--- src/core/core_flags_pkg.sv ---
// Constants, operation codes and carrier types of the core flag register block
package core_flags_pkg;

   // ****************************************************************
   // Data path
   // ****************************************************************
   localparam int unsigned DATA_W = 8;
   localparam int unsigned NIB_W = 4;
   localparam int unsigned NUM_FLAGS = 5;
   localparam int unsigned NUM_EVT = 3;

   // ****************************************************************
   // Flag positions inside core_flags
   // ****************************************************************
   localparam int unsigned BIT_C = 0;
   localparam int unsigned BIT_DC = 1;
   localparam int unsigned BIT_Z = 2;
   localparam int unsigned BIT_PD = 3;
   localparam int unsigned BIT_TO = 4;
   localparam logic [2:0] UNIMPL_BITS = 3'h0;

   // Power-on values: time-out and power-down set, arithmetic clear
   localparam logic [NUM_FLAGS-1:0] FLAGS_POR = 5'h18;

   // ****************************************************************
   // Bus register map (byte addresses) and interrupt events
   // ****************************************************************
   localparam logic [7:0] OFS_FLAGS = 8'h00;
   localparam logic [7:0] OFS_IRQ_STAT = 8'h04;
   localparam logic [7:0] OFS_IRQ_MASK = 8'h08;
   localparam int unsigned EVT_TIMEOUT = 0;
   localparam int unsigned EVT_SLEEP = 1;
   localparam int unsigned EVT_RESET = 2;
   localparam logic [NUM_EVT-1:0] IRQ_RST = 3'h0;
   localparam logic [1:0] HRESP_OKAY = 2'h0;

   // ****************************************************************
   // Operations issued by the execution unit
   // ****************************************************************
   typedef enum logic [4:0] {
      OP_NOP = 5'h00,
      OP_ADD = 5'h01,
      OP_SUB = 5'h02,
      OP_AND = 5'h03,
      OP_IOR = 5'h04,
      OP_XOR = 5'h05,
      OP_CLR = 5'h06,
      OP_MOVW = 5'h07,
      OP_BCLR = 5'h08,
      OP_BSET = 5'h09,
      OP_SWAP = 5'h0a,
      OP_RLF = 5'h0b,
      OP_RRF = 5'h0c,
      OP_INC = 5'h0d,
      OP_DEC = 5'h0e,
      OP_COM = 5'h0f,
      OP_WDTCLR = 5'h10,
      OP_SLEEP = 5'h11
   } op_t;

   typedef struct packed {
      logic valid;
      op_t op;
      logic dest_flags;
      logic [DATA_W-1:0] opnd_a;
      logic [DATA_W-1:0] opnd_b;
      logic [2:0] bit_sel;
   } instr_t;

   typedef struct packed {
      logic hsel;
      logic [31:0] haddr;
      logic [1:0] htrans;
      logic hwrite;
      logic [2:0] hsize;
      logic [31:0] hwdata;
      logic hready;
   } ahb_req_t;

   typedef struct packed {
      logic [NUM_FLAGS-1:0] flags;
      logic [NUM_EVT-1:0] irq_stat;
      logic [NUM_EVT-1:0] irq_mask;
      logic wr_pend;
      logic [7:0] wr_addr;
      logic [31:0] hrdata;
      logic [DATA_W-1:0] result;
      logic result_valid;
   } state_t;

endpackage

--- src/core/core_flags_unit.sv ---
// Core flag register with ALU flag logic, reset cause flags and AHB-Lite access
//
// Overview of operation
// - Flag register accepts any instruction result; only zero, digit carry and carry store the written value.
// - Instructions affecting zero, digit carry or carry block the data write there.
// - Time-out and power-down flags ignore every instruction or bus data write.
// - Bits seven to five are unimplemented and always read zero.
// - Time-out flag set by power-up, watchdog clear, sleep; cleared by watchdog time-out.
// - Power-down flag set by power-up and watchdog clear; cleared by sleep.
// - Zero flag follows whether the arithmetic or logic result equals zero.
// - Add and subtract set digit carry from carry out of bit three.
// - Add and subtract set carry from carry out of the top bit.
// - In subtraction carry and digit carry mean no borrow when one.
// - Subtraction adds the two's complement of the second operand.
// - Rotates load carry with the bit shifted out of the source.
// - Clearing the flag register gives zero upper bits, zero flag set, others kept.
// - Power-on sets time-out and power-down, clears arithmetic flags; other resets keep them.
//
// Decided for this implementation: the AHB-Lite register port and the address map.
`timescale 1ns/1ps
`default_nettype none

module core_flags_unit (
   // Clock and power-on reset
   input wire logic clk,
   input wire logic rstn,
   // AHB-Lite slave
   input wire core_flags_pkg::ahb_req_t ahb,
   output logic hreadyout,
   output logic [1:0] hresp,
   output logic [31:0] hrdata,
   // Instruction issue from the execution unit
   input wire core_flags_pkg::instr_t instr,
   // Result write-back
   output logic [core_flags_pkg::DATA_W-1:0] result,
   output logic result_valid,
   // Flag register contents
   output logic [core_flags_pkg::DATA_W-1:0] core_flags,
   // Hardware events
   input wire logic wdt_timeout,
   input wire logic other_reset,
   input wire logic reset_to_value,
   input wire logic reset_pd_value,
   // Interrupt
   output logic irq
);
   import core_flags_pkg::*;

   state_t state_reg;
   state_t state_next;
   logic addr_take;
   logic [DATA_W-1:0] b_eff;
   logic cin;
   logic [DATA_W:0] sum;
   logic [NIB_W:0] nib;
   logic [DATA_W-1:0] res;
   logic aff_z;
   logic aff_arith;
   logic aff_rot;
   logic rot_c;
   logic writes;
   logic [NUM_EVT-1:0] evt;
   logic [NUM_EVT-1:0] w1c;
   logic [31:0] rd_mux;

   // ****************************************************************
   // Bus address phase decode and read mux
   // ****************************************************************
   assign addr_take = ahb.hsel & ahb.htrans[1] & ahb.hready;

   always_comb begin
      rd_mux = '0;
      unique case (ahb.haddr[7:0])
         OFS_FLAGS: rd_mux[DATA_W-1:0] = {UNIMPL_BITS, state_reg.flags};
         OFS_IRQ_STAT: rd_mux[NUM_EVT-1:0] = state_reg.irq_stat;
         OFS_IRQ_MASK: rd_mux[NUM_EVT-1:0] = state_reg.irq_mask;
         default: rd_mux = '0;
      endcase
   end

   // ****************************************************************
   // ALU and next state
   // ****************************************************************
   always_comb begin
      state_next = state_reg;
      // Subtract runs as opnd_b + ~opnd_a + 1
      cin = (instr.op == OP_SUB);
      b_eff = cin ? ~instr.opnd_a : instr.opnd_a;
      sum = {1'b0, instr.opnd_b} + {1'b0, b_eff} + {{DATA_W{1'b0}}, cin};
      nib = {1'b0, instr.opnd_b[NIB_W-1:0]} + {1'b0, b_eff[NIB_W-1:0]} + {{NIB_W{1'b0}}, cin};
      res = instr.opnd_b;
      aff_z = 1'b0;
      aff_arith = 1'b0;
      aff_rot = 1'b0;
      rot_c = 1'b0;
      writes = 1'b1;
      w1c = '0;
      unique case (instr.op)
         OP_NOP, OP_WDTCLR, OP_SLEEP: begin
            writes = 1'b0;
         end
         OP_ADD, OP_SUB: begin
            res = sum[DATA_W-1:0];
            aff_z = 1'b1;
            aff_arith = 1'b1;
         end
         OP_AND: begin
            res = instr.opnd_a & instr.opnd_b;
            aff_z = 1'b1;
         end
         OP_IOR: begin
            res = instr.opnd_a | instr.opnd_b;
            aff_z = 1'b1;
         end
         OP_XOR: begin
            res = instr.opnd_a ^ instr.opnd_b;
            aff_z = 1'b1;
         end
         OP_CLR: begin
            res = '0;
            aff_z = 1'b1;
         end
         OP_MOVW: begin
            res = instr.opnd_a;
         end
         OP_BCLR: begin
            res = instr.opnd_b & ~(8'h01 << instr.bit_sel);
         end
         OP_BSET: begin
            res = instr.opnd_b | (8'h01 << instr.bit_sel);
         end
         OP_SWAP: begin
            res = {instr.opnd_b[NIB_W-1:0], instr.opnd_b[DATA_W-1:NIB_W]};
         end
         OP_RLF: begin
            res = {instr.opnd_b[DATA_W-2:0], state_reg.flags[BIT_C]};
            rot_c = instr.opnd_b[DATA_W-1];
            aff_rot = 1'b1;
         end
         OP_RRF: begin
            res = {state_reg.flags[BIT_C], instr.opnd_b[DATA_W-1:1]};
            rot_c = instr.opnd_b[0];
            aff_rot = 1'b1;
         end
         OP_INC: begin
            res = instr.opnd_b + 8'h01;
            aff_z = 1'b1;
         end
         OP_DEC: begin
            res = instr.opnd_b - 8'h01;
            aff_z = 1'b1;
         end
         OP_COM: begin
            res = ~instr.opnd_b;
            aff_z = 1'b1;
         end
         default: begin
            writes = 1'b0;
         end
      endcase

      // Bus data phase; an instruction in the same cycle overrides it
      if (state_reg.wr_pend) begin
         unique case (state_reg.wr_addr)
            OFS_FLAGS: state_next.flags[BIT_Z:BIT_C] = ahb.hwdata[BIT_Z:BIT_C];
            OFS_IRQ_STAT: w1c = ahb.hwdata[NUM_EVT-1:0];
            OFS_IRQ_MASK: state_next.irq_mask = ahb.hwdata[NUM_EVT-1:0];
            default: w1c = '0;
         endcase
      end

      // Instruction effects, committed with the result on the same edge
      if (instr.valid) begin
         if (writes && instr.dest_flags && !(aff_z || aff_arith || aff_rot)) begin
            state_next.flags[BIT_Z:BIT_C] = res[BIT_Z:BIT_C];
         end
         if (aff_z) begin
            state_next.flags[BIT_Z] = (res == '0);
         end
         if (aff_arith) begin
            state_next.flags[BIT_DC] = nib[NIB_W];
            state_next.flags[BIT_C] = sum[DATA_W];
         end
         if (aff_rot) begin
            state_next.flags[BIT_C] = rot_c;
         end
         if (instr.op == OP_WDTCLR) begin
            state_next.flags[BIT_TO] = 1'b1;
            state_next.flags[BIT_PD] = 1'b1;
         end
         if (instr.op == OP_SLEEP) begin
            state_next.flags[BIT_TO] = 1'b1;
            state_next.flags[BIT_PD] = 1'b0;
         end
      end
      if (wdt_timeout) begin
         state_next.flags[BIT_TO] = 1'b0;
      end
      state_next.result_valid = instr.valid & writes & ~other_reset;
      if (instr.valid && writes) begin
         state_next.result = res;
      end

      // Non power-on reset keeps arithmetic flags, loads the cause flags
      if (other_reset) begin
         state_next.flags[BIT_TO] = reset_to_value;
         state_next.flags[BIT_PD] = reset_pd_value;
         state_next.flags[BIT_Z:BIT_C] = state_reg.flags[BIT_Z:BIT_C];
      end

      // Sticky events; a new event beats a clear in the same cycle
      evt = '0;
      evt[EVT_TIMEOUT] = wdt_timeout;
      evt[EVT_SLEEP] = instr.valid & (instr.op == OP_SLEEP);
      evt[EVT_RESET] = other_reset;
      state_next.irq_stat = (state_reg.irq_stat & ~w1c) | evt;

      // Address phase capture; read data registered for the data phase
      state_next.wr_pend = addr_take & ahb.hwrite;
      if (addr_take) begin
         state_next.wr_addr = ahb.haddr[7:0];
      end
      if (addr_take && !ahb.hwrite) begin
         state_next.hrdata = rd_mux;
      end
   end

   always_ff @(posedge clk or negedge rstn) begin
      if (!rstn) begin
         state_reg.flags <= FLAGS_POR;
         state_reg.irq_stat <= IRQ_RST;
         state_reg.irq_mask <= IRQ_RST;
         state_reg.wr_pend <= 1'b0;
         state_reg.wr_addr <= 8'h00;
         state_reg.hrdata <= 32'h0000_0000;
         state_reg.result <= 8'h00;
         state_reg.result_valid <= 1'b0;
      end else begin
         state_reg <= state_next;
      end
   end

   // ****************************************************************
   // Outputs
   // ****************************************************************
   assign hreadyout = 1'b1;
   assign hresp = HRESP_OKAY;
   assign hrdata = state_reg.hrdata;
   assign result = state_reg.result;
   assign result_valid = state_reg.result_valid;
   assign core_flags = {UNIMPL_BITS, state_reg.flags};
   assign irq = |(state_reg.irq_stat & state_reg.irq_mask);

   logic plain_instr;
   assign plain_instr = instr.valid & ~other_reset & ~wdt_timeout & ~state_reg.wr_pend;
endmodule

`default_nettype wire

--- config.mk ---
export PLATFORM = sky130hd
export DESIGN_NAME = core_flags_unit
export DESIGN_NICKNAME = d
export VERILOG_FILES = /design/src/core/core_flags_pkg.sv /design/src/core/core_flags_unit.sv
export SDC_FILE = /design/constraint.sdc
export NUM_CORES = 1
export LEC_CHECK = 0
export ABC_AREA = 0
export BUFFER_PORTS_ARGS = -buffer_cell sky130_fd_sc_hd__clkbuf_2
export CAP_MARGIN = 20
export CORE_MARGIN = 2
export CORE_UTILIZATION = 40
export DETAILED_ROUTE_END_ITERATION = 16
export HOLD_SLACK_MARGIN = 0.06
export PLACE_DENSITY = 0.78
export SYNTH_ARGS = -nofsm -noshare
export SYNTH_HDL_FRONTEND = slang
export SYNTH_SLANG_ARGS = --single-unit
--- constraint.sdc ---
create_clock -name clk -period 3.85 [get_ports clk]
set_input_delay 0.1925 -clock clk [delete_from_list [all_inputs] [get_ports clk]]
set_output_delay 0.1925 -clock clk [all_outputs]
set_load 0.02 [all_outputs]
==> Word level (Yosys, flattened, before mapping) <==
Cells that the tools add are included.
{ "totals": {"ff_bits": 37, "in_bits": 104, "n_memories": 0, "latchBits": 0, "wordCells": 102, "romBits": 0, "out_inout_bits": 53, "ram_bits": 0} }
{ "classes": {"n_mux": 22, "n_eq_ne": 21, "n_addsub": 6, "shifts": 1, "bitwise_logic": 19, "n_reduce_logical": 23, "mul": 0, "order_cmp": 0, "div": 0} }
{ "ops": {"columns": ["cell", "n"], "rows": [
  ["case mux 8 bit (14 select lines)", 1],
  ["equality test 5 x 4 -> 1 bit, second input constant", 8],
  ["zero test 8 bit", 3],
  ["inverter 8 bit", 3],
  ["equality test 5 x 3 -> 1 bit, second input constant", 4],
  ["AND 8 bit", 2],
  ["equality test 8 x 3 -> 1 bit, second input constant", 2],
  ["equality test 8 x 4 -> 1 bit, second input constant", 2],
  ["OR 8 bit", 2],
  ["2-to-1 mux 3 bit", 5],
  ["OR reduction 15 bit", 1],
  ["equality test 5 x 2 -> 1 bit, second input constant", 2],
  ["equality test 5 bit, second input constant", 2],
  ["2-to-1 mux 5 bit", 2],
  ["adder 8 x 8 -> 9 bit", 1],
  ["adder 9 x 1 -> 9 bit", 1],
  ["case mux 3 bit (3 select lines)", 1],
  ["OR reduction 9 bit", 1],
  ["adder 8 x 1 -> 8 bit, second input constant", 1],
  ["2-to-1 mux 2 bit", 4],
  ["2-to-1 mux 8 bit", 1],
  ["left shift 1 x 3 -> 8 bit, first input constant", 1],
  ["subtractor 8 x 1 -> 8 bit, second input constant", 1],
  ["XOR 8 bit", 1],
  ["19 further kinds", 40]
]} }

==> Longest topological paths before layout <==
{ "logic_depth": {"ltp_word": 13, "depth_mapped": 15, "ltp_nobuf": 13} }

==> Least setup slack after synthesis <==
Ideal clock, no wire load.
{ "synth_path": {"kind": "input-to-reg", "startpoint": "input port instr[21] in the netlist's numbering", "endpoint": "register state_reg (netlist bit core_flags[2])", "path_slack_ps": 419, "arrival_time_ps": 3327, "n_path_buf": 2, "setup_time_ps": 104, "t_required_ps": 3746, "stages": 14, "path_cell_list": "buf_4 > nor2b_1 > clkbuf_1 > nand2_1 > xnor2_1 > ha_1 > a31o_2 > a31oi_2 > o22ai_1 > o41ai_2 > xnor2_1 > a2111oi_2 > nor3_1 > o41ai_2"} }
{ "synth_via": {"elab_chain_len": 10, "elab_cells_between_ends": 36, "cone_classes": "add/sub: 2; eq/ne: 15; mux: 9; reduce/logical: 10"} }
{ "synth_rtl": {"columns": ["element", "line_no", "text"], "rows": [
  ["from (decl)", "core_flags_unit.sv:33", "input wire core_flags_pkg::instr_t instr,"],
  ["branches (longest 8 deep; another with adder 8 x 8 -> 9 bit)", null, null],
  ["2-to-1 mux 1 bit (*)", "core_flags_unit.sv:177", "if (aff_z) begin"],
  ["2-to-1 mux 5 bit (*)", "core_flags_unit.sv:173", "if (instr.valid) begin"],
  ["to (signal assigned)", "core_flags_unit.sv:239", "state_reg <= state_next;"],
  ["to (decl)", "core_flags_unit.sv:49", "state_t state_reg;"]
]} }
Mark *: on every way between the ends. The select of a mux whose other input is x is not followed.
A chain may end at the register's enable or synchronous reset.

==> Worst setup path after layout <==
{ "layout_path": {"startpoint": "input port instr[24] in the netlist's numbering", "endpoint": "register state_reg (netlist bit core_flags[2])"} }
The elaborated chain is that of the path after synthesis.

==> results.sh <==
export IMPL_grtUsageTotal_pct=21.3
export IMPL_grt_pass1_vias=3460
export IMPL_hold_viol=0
export IMPL_cp_max_fo=7
export IMPL_startpoint_type="input port"
export IMPL_clk_pin_slew_worst_paths_ns=0.07
export IMPL_combPwrFrac_pct=40.2
export IMPL_io_buffers=66
export IMPL_fin_skew_ns=0.00716
export IMPL_layout_min_cycle_time_ns=3.16
export IMPL_p_int_uw=714
export IMPL_finalSetupViolCount=0
export IMPL_cap_violations=0
export IMPL_path_class="input port to flop"
export IMPL_tightest_slew_ns=0.946
export IMPL_core_area_um2=9640
export IMPL_slowest_delay_ns=0.42
export IMPL_async_flop_share_pct=100
export IMPL_power_total_uw=1170
export IMPL_synth_most_common_cell="buf_4"
export IMPL_post_drt_wl_per_cell_um=17.6
export IMPL_worst_endpoint_required_ns=4.04
export IMPL_dp_cells=647
export IMPL_status="complete, no violations"
export IMPL_nFillCells=982
export IMPL_stdcell_count=656
export IMPL_post_cts_setup_buffer_count=0
export IMPL_drive_gt1_share_pct=22.4
export IMPL_first_iter_violations=327
export IMPL_synthTopCellsByArea="dfrtp_1, buf_4, mux2_2"
export IMPL_synth_seq_cells=34
export IMPL_timing_slew_headroom_pct=36.4
export IMPL_drt_antenna_violating_nets=0
export IMPL_fmax_mhz=316
export IMPL_crit_family="simple AND/OR/NAND/NOR gates"
export IMPL_synthFlopType="dfrtp_1"
export IMPL_avgSynthCellArea_um2=8.09
export IMPL_dieHeight_um=103
export IMPL_power_density_nw_per_um2=281
export IMPL_clk_latency_ns=0.29
export IMPL_synth_area_leader_cell="dfrtp_1"
export IMPL_dieArea_um2=10600
export IMPL_synth_common_cells="buf_4, nand2_1, dfrtp_1, nor2_1, a21oi_1"
export IMPL_crit_arrival_ns=3.35
export IMPL_setup_tns_ns=0
export IMPL_grt_max_degree=35
export IMPL_fp_row_count=36
export IMPL_drc=0
export IMPL_grt_overflow_total=0
export IMPL_cts_buffers=5
export IMPL_grt_pass1_wl_mm=17.8
export IMPL_path_cells="clkbuf_2 -> nor3_1 -> nand2_1 -> buf_4 -> o21a_1 -> fa_1 -> nand2b_1 -> a21oi_1 -> xnor2_1 -> o211ai_1 -> nor4_1 -> nand4b_1 -> o41ai_2"
export IMPL_cts_num_sinks=34
export IMPL_power_leakage_uw=0.00181
export IMPL_synth_edf_count=0
export IMPL_seq_area_frac_synth_pct=21.8
export IMPL_vias=3816
export IMPL_holdWs_ns=0.0695
export IMPL_fin_nets=641
export IMPL_die_w_um=103
export IMPL_place_congestion=0.995
export IMPL_synth_top_area_share_pct=20.5
export IMPL_yosys_warnings=0
export IMPL_crit_path_top_delay_cell="fa_1"
export IMPL_layout_area_overhead_vs_synth_pct=6.46
export IMPL_num_antenna_cells=0
export IMPL_drt_wl_total_mm=11.6
export IMPL_rsz0062_at_grt="false"
export IMPL_end_kind="flop"
export IMPL_min_path_type="input port to flop"
export IMPL_dp_hpwl_mm=8.75
export IMPL_vias_per_cell=5.82
export IMPL_p_sw_share_pct=39.0
export IMPL_p_seq_share_pct=38.0
export IMPL_synthesis_area_um2=3920
export IMPL_cts_root_buf="clkbuf_8"
export IMPL_h_tree_depth=2
export IMPL_drv_slew=0
export IMPL_critPathBufInv=2
export IMPL_largest_reg_flops=15
export IMPL_clk_path_buf_depth=2
export IMPL_p_sw_uw=456
export IMPL_start_util_pct=40.6
export IMPL_synthCells=484
export IMPL_irDropWorstVdd_uv=163
export IMPL_ys_types=74
export IMPL_clockPowerShare_pct=21.8
export IMPL_ios=157
export IMPL_finalCritPeriodShare_pct=82.2
export IMPL_firstDrtPassIters=5
export IMPL_tritoncts="yes"
export IMPL_antenna_found_initial=0
export IMPL_final_core_util_pct=43.2
## layer usage
metal / global-route usage, % / vias to the layer above / share of wire [%]
met5: 0 / - / 0
met4: 6.88 / 0 / 2.5
met3: 3.12 / 26 / 7.0
met2: 35.2 / 188 / 48
met1: 28.7 / 1808 / 43
li1: - / 1794 / -
## cells in the final DEF, fill, tap and decap left out, types with 6 or more instances in the layout
master / netlist / layout
nor4_1: 7 / 7
clkbuf_2: 0 / 66
buf_4: 57 / 10
o21ai_0: 16 / 16
a211oi_1: 8 / 8
mux2_2: 20 / 20
conb_1: 2 / 33
o211ai_1: 8 / 8
nor3_1: 15 / 15
nand2b_1: 7 / 7
a21oi_1: 27 / 27
nor3b_1: 6 / 6
xnor2_1: 16 / 16
inv_1: 21 / 21
nand4_1: 6 / 6
a22o_1: 6 / 6
nor2_1: 32 / 32
dfrtp_1: 32 / 32
nand3_1: 17 / 17
ha_1: 13 / 13
nand2_1: 37 / 37
a22oi_1: 6 / 6
## area by class of cell
class / count / area (um^2) / area share (%)
Clock buffer: 8 / 80.1 / 1.92
Inverter: 21 / 78.8 / 1.89
Multi-Input combinational cell: 383 / 2570 / 61.8
Sequential cell: 34 / 853 / 20.5
Tap cell: 133 / 166 / 3.99
Timing Repair Buffer: 77 / 415 / 9.97
## per-stage QoR
stage | instance area [um^2] | setup WS, ns
floorplan | 4030 | 0.419
global placement | 4080 | 0.605
detailed placement | 4080 | 0.492
CTS | 4170 | 0.779
global route | 4170 | 0.484
finish | 4170 | 0.687
## path summary, 6_finish.rpt
kind / slack, ns / cells after the start / start / end
worst max-delay path: 0.69 / 13 / instr[24] / core_flags[2]
worst min-delay path: 0.07 / 2 / wdt_timeout / core_flags[4]
worst max register to register: 1.19 / 7 / state_reg[45] / core_flags[2]
worst min register to register: 0.50 / 1 / state_reg[41] / state_reg[41]
max in group asynchronous: 2.77 / 2 / rstn / state_reg[48]
min in group asynchronous: 0.54 / 2 / rstn / state_reg[47]
## power by group through the flow
| stage | logic (uW) | registers (uW) | clock network [uW] |
|---|---|---|---|
| final | 470 | 444 | 256 |
| after global routing | 511 | 451 | 277 |
| after CTS | 465 | 444 | 263 |
| after detailed placement | 462 | 451 | 0 |
| after global placement | 453 | 450 | 0 |
| after floorplan | 389 | 437 | 0 |
## logic make-up (layout without fill, tap and decap cells)
logic type                 count (synthesis)  count (layout)  synth area share, %
and+or+nand+nor                          161             161                 21.8
AOI/OAI and AO/OA                        132             132                 24.8
buffers and inverters                     98             106                 15.4
DFF                                       34              34                 21.8
muxes                                     22              22                 6.26
xor gates and xnor gates                  20              20                 4.47
adders and majority gates                 15              15                 5.18
other                                      2              33                0.192
## repair_timing
item,CTS,global route
resized for setup,0,0
hold endpoints to repair,32,0
hold buffers,1,0
(Power assumes the default switching activity.)
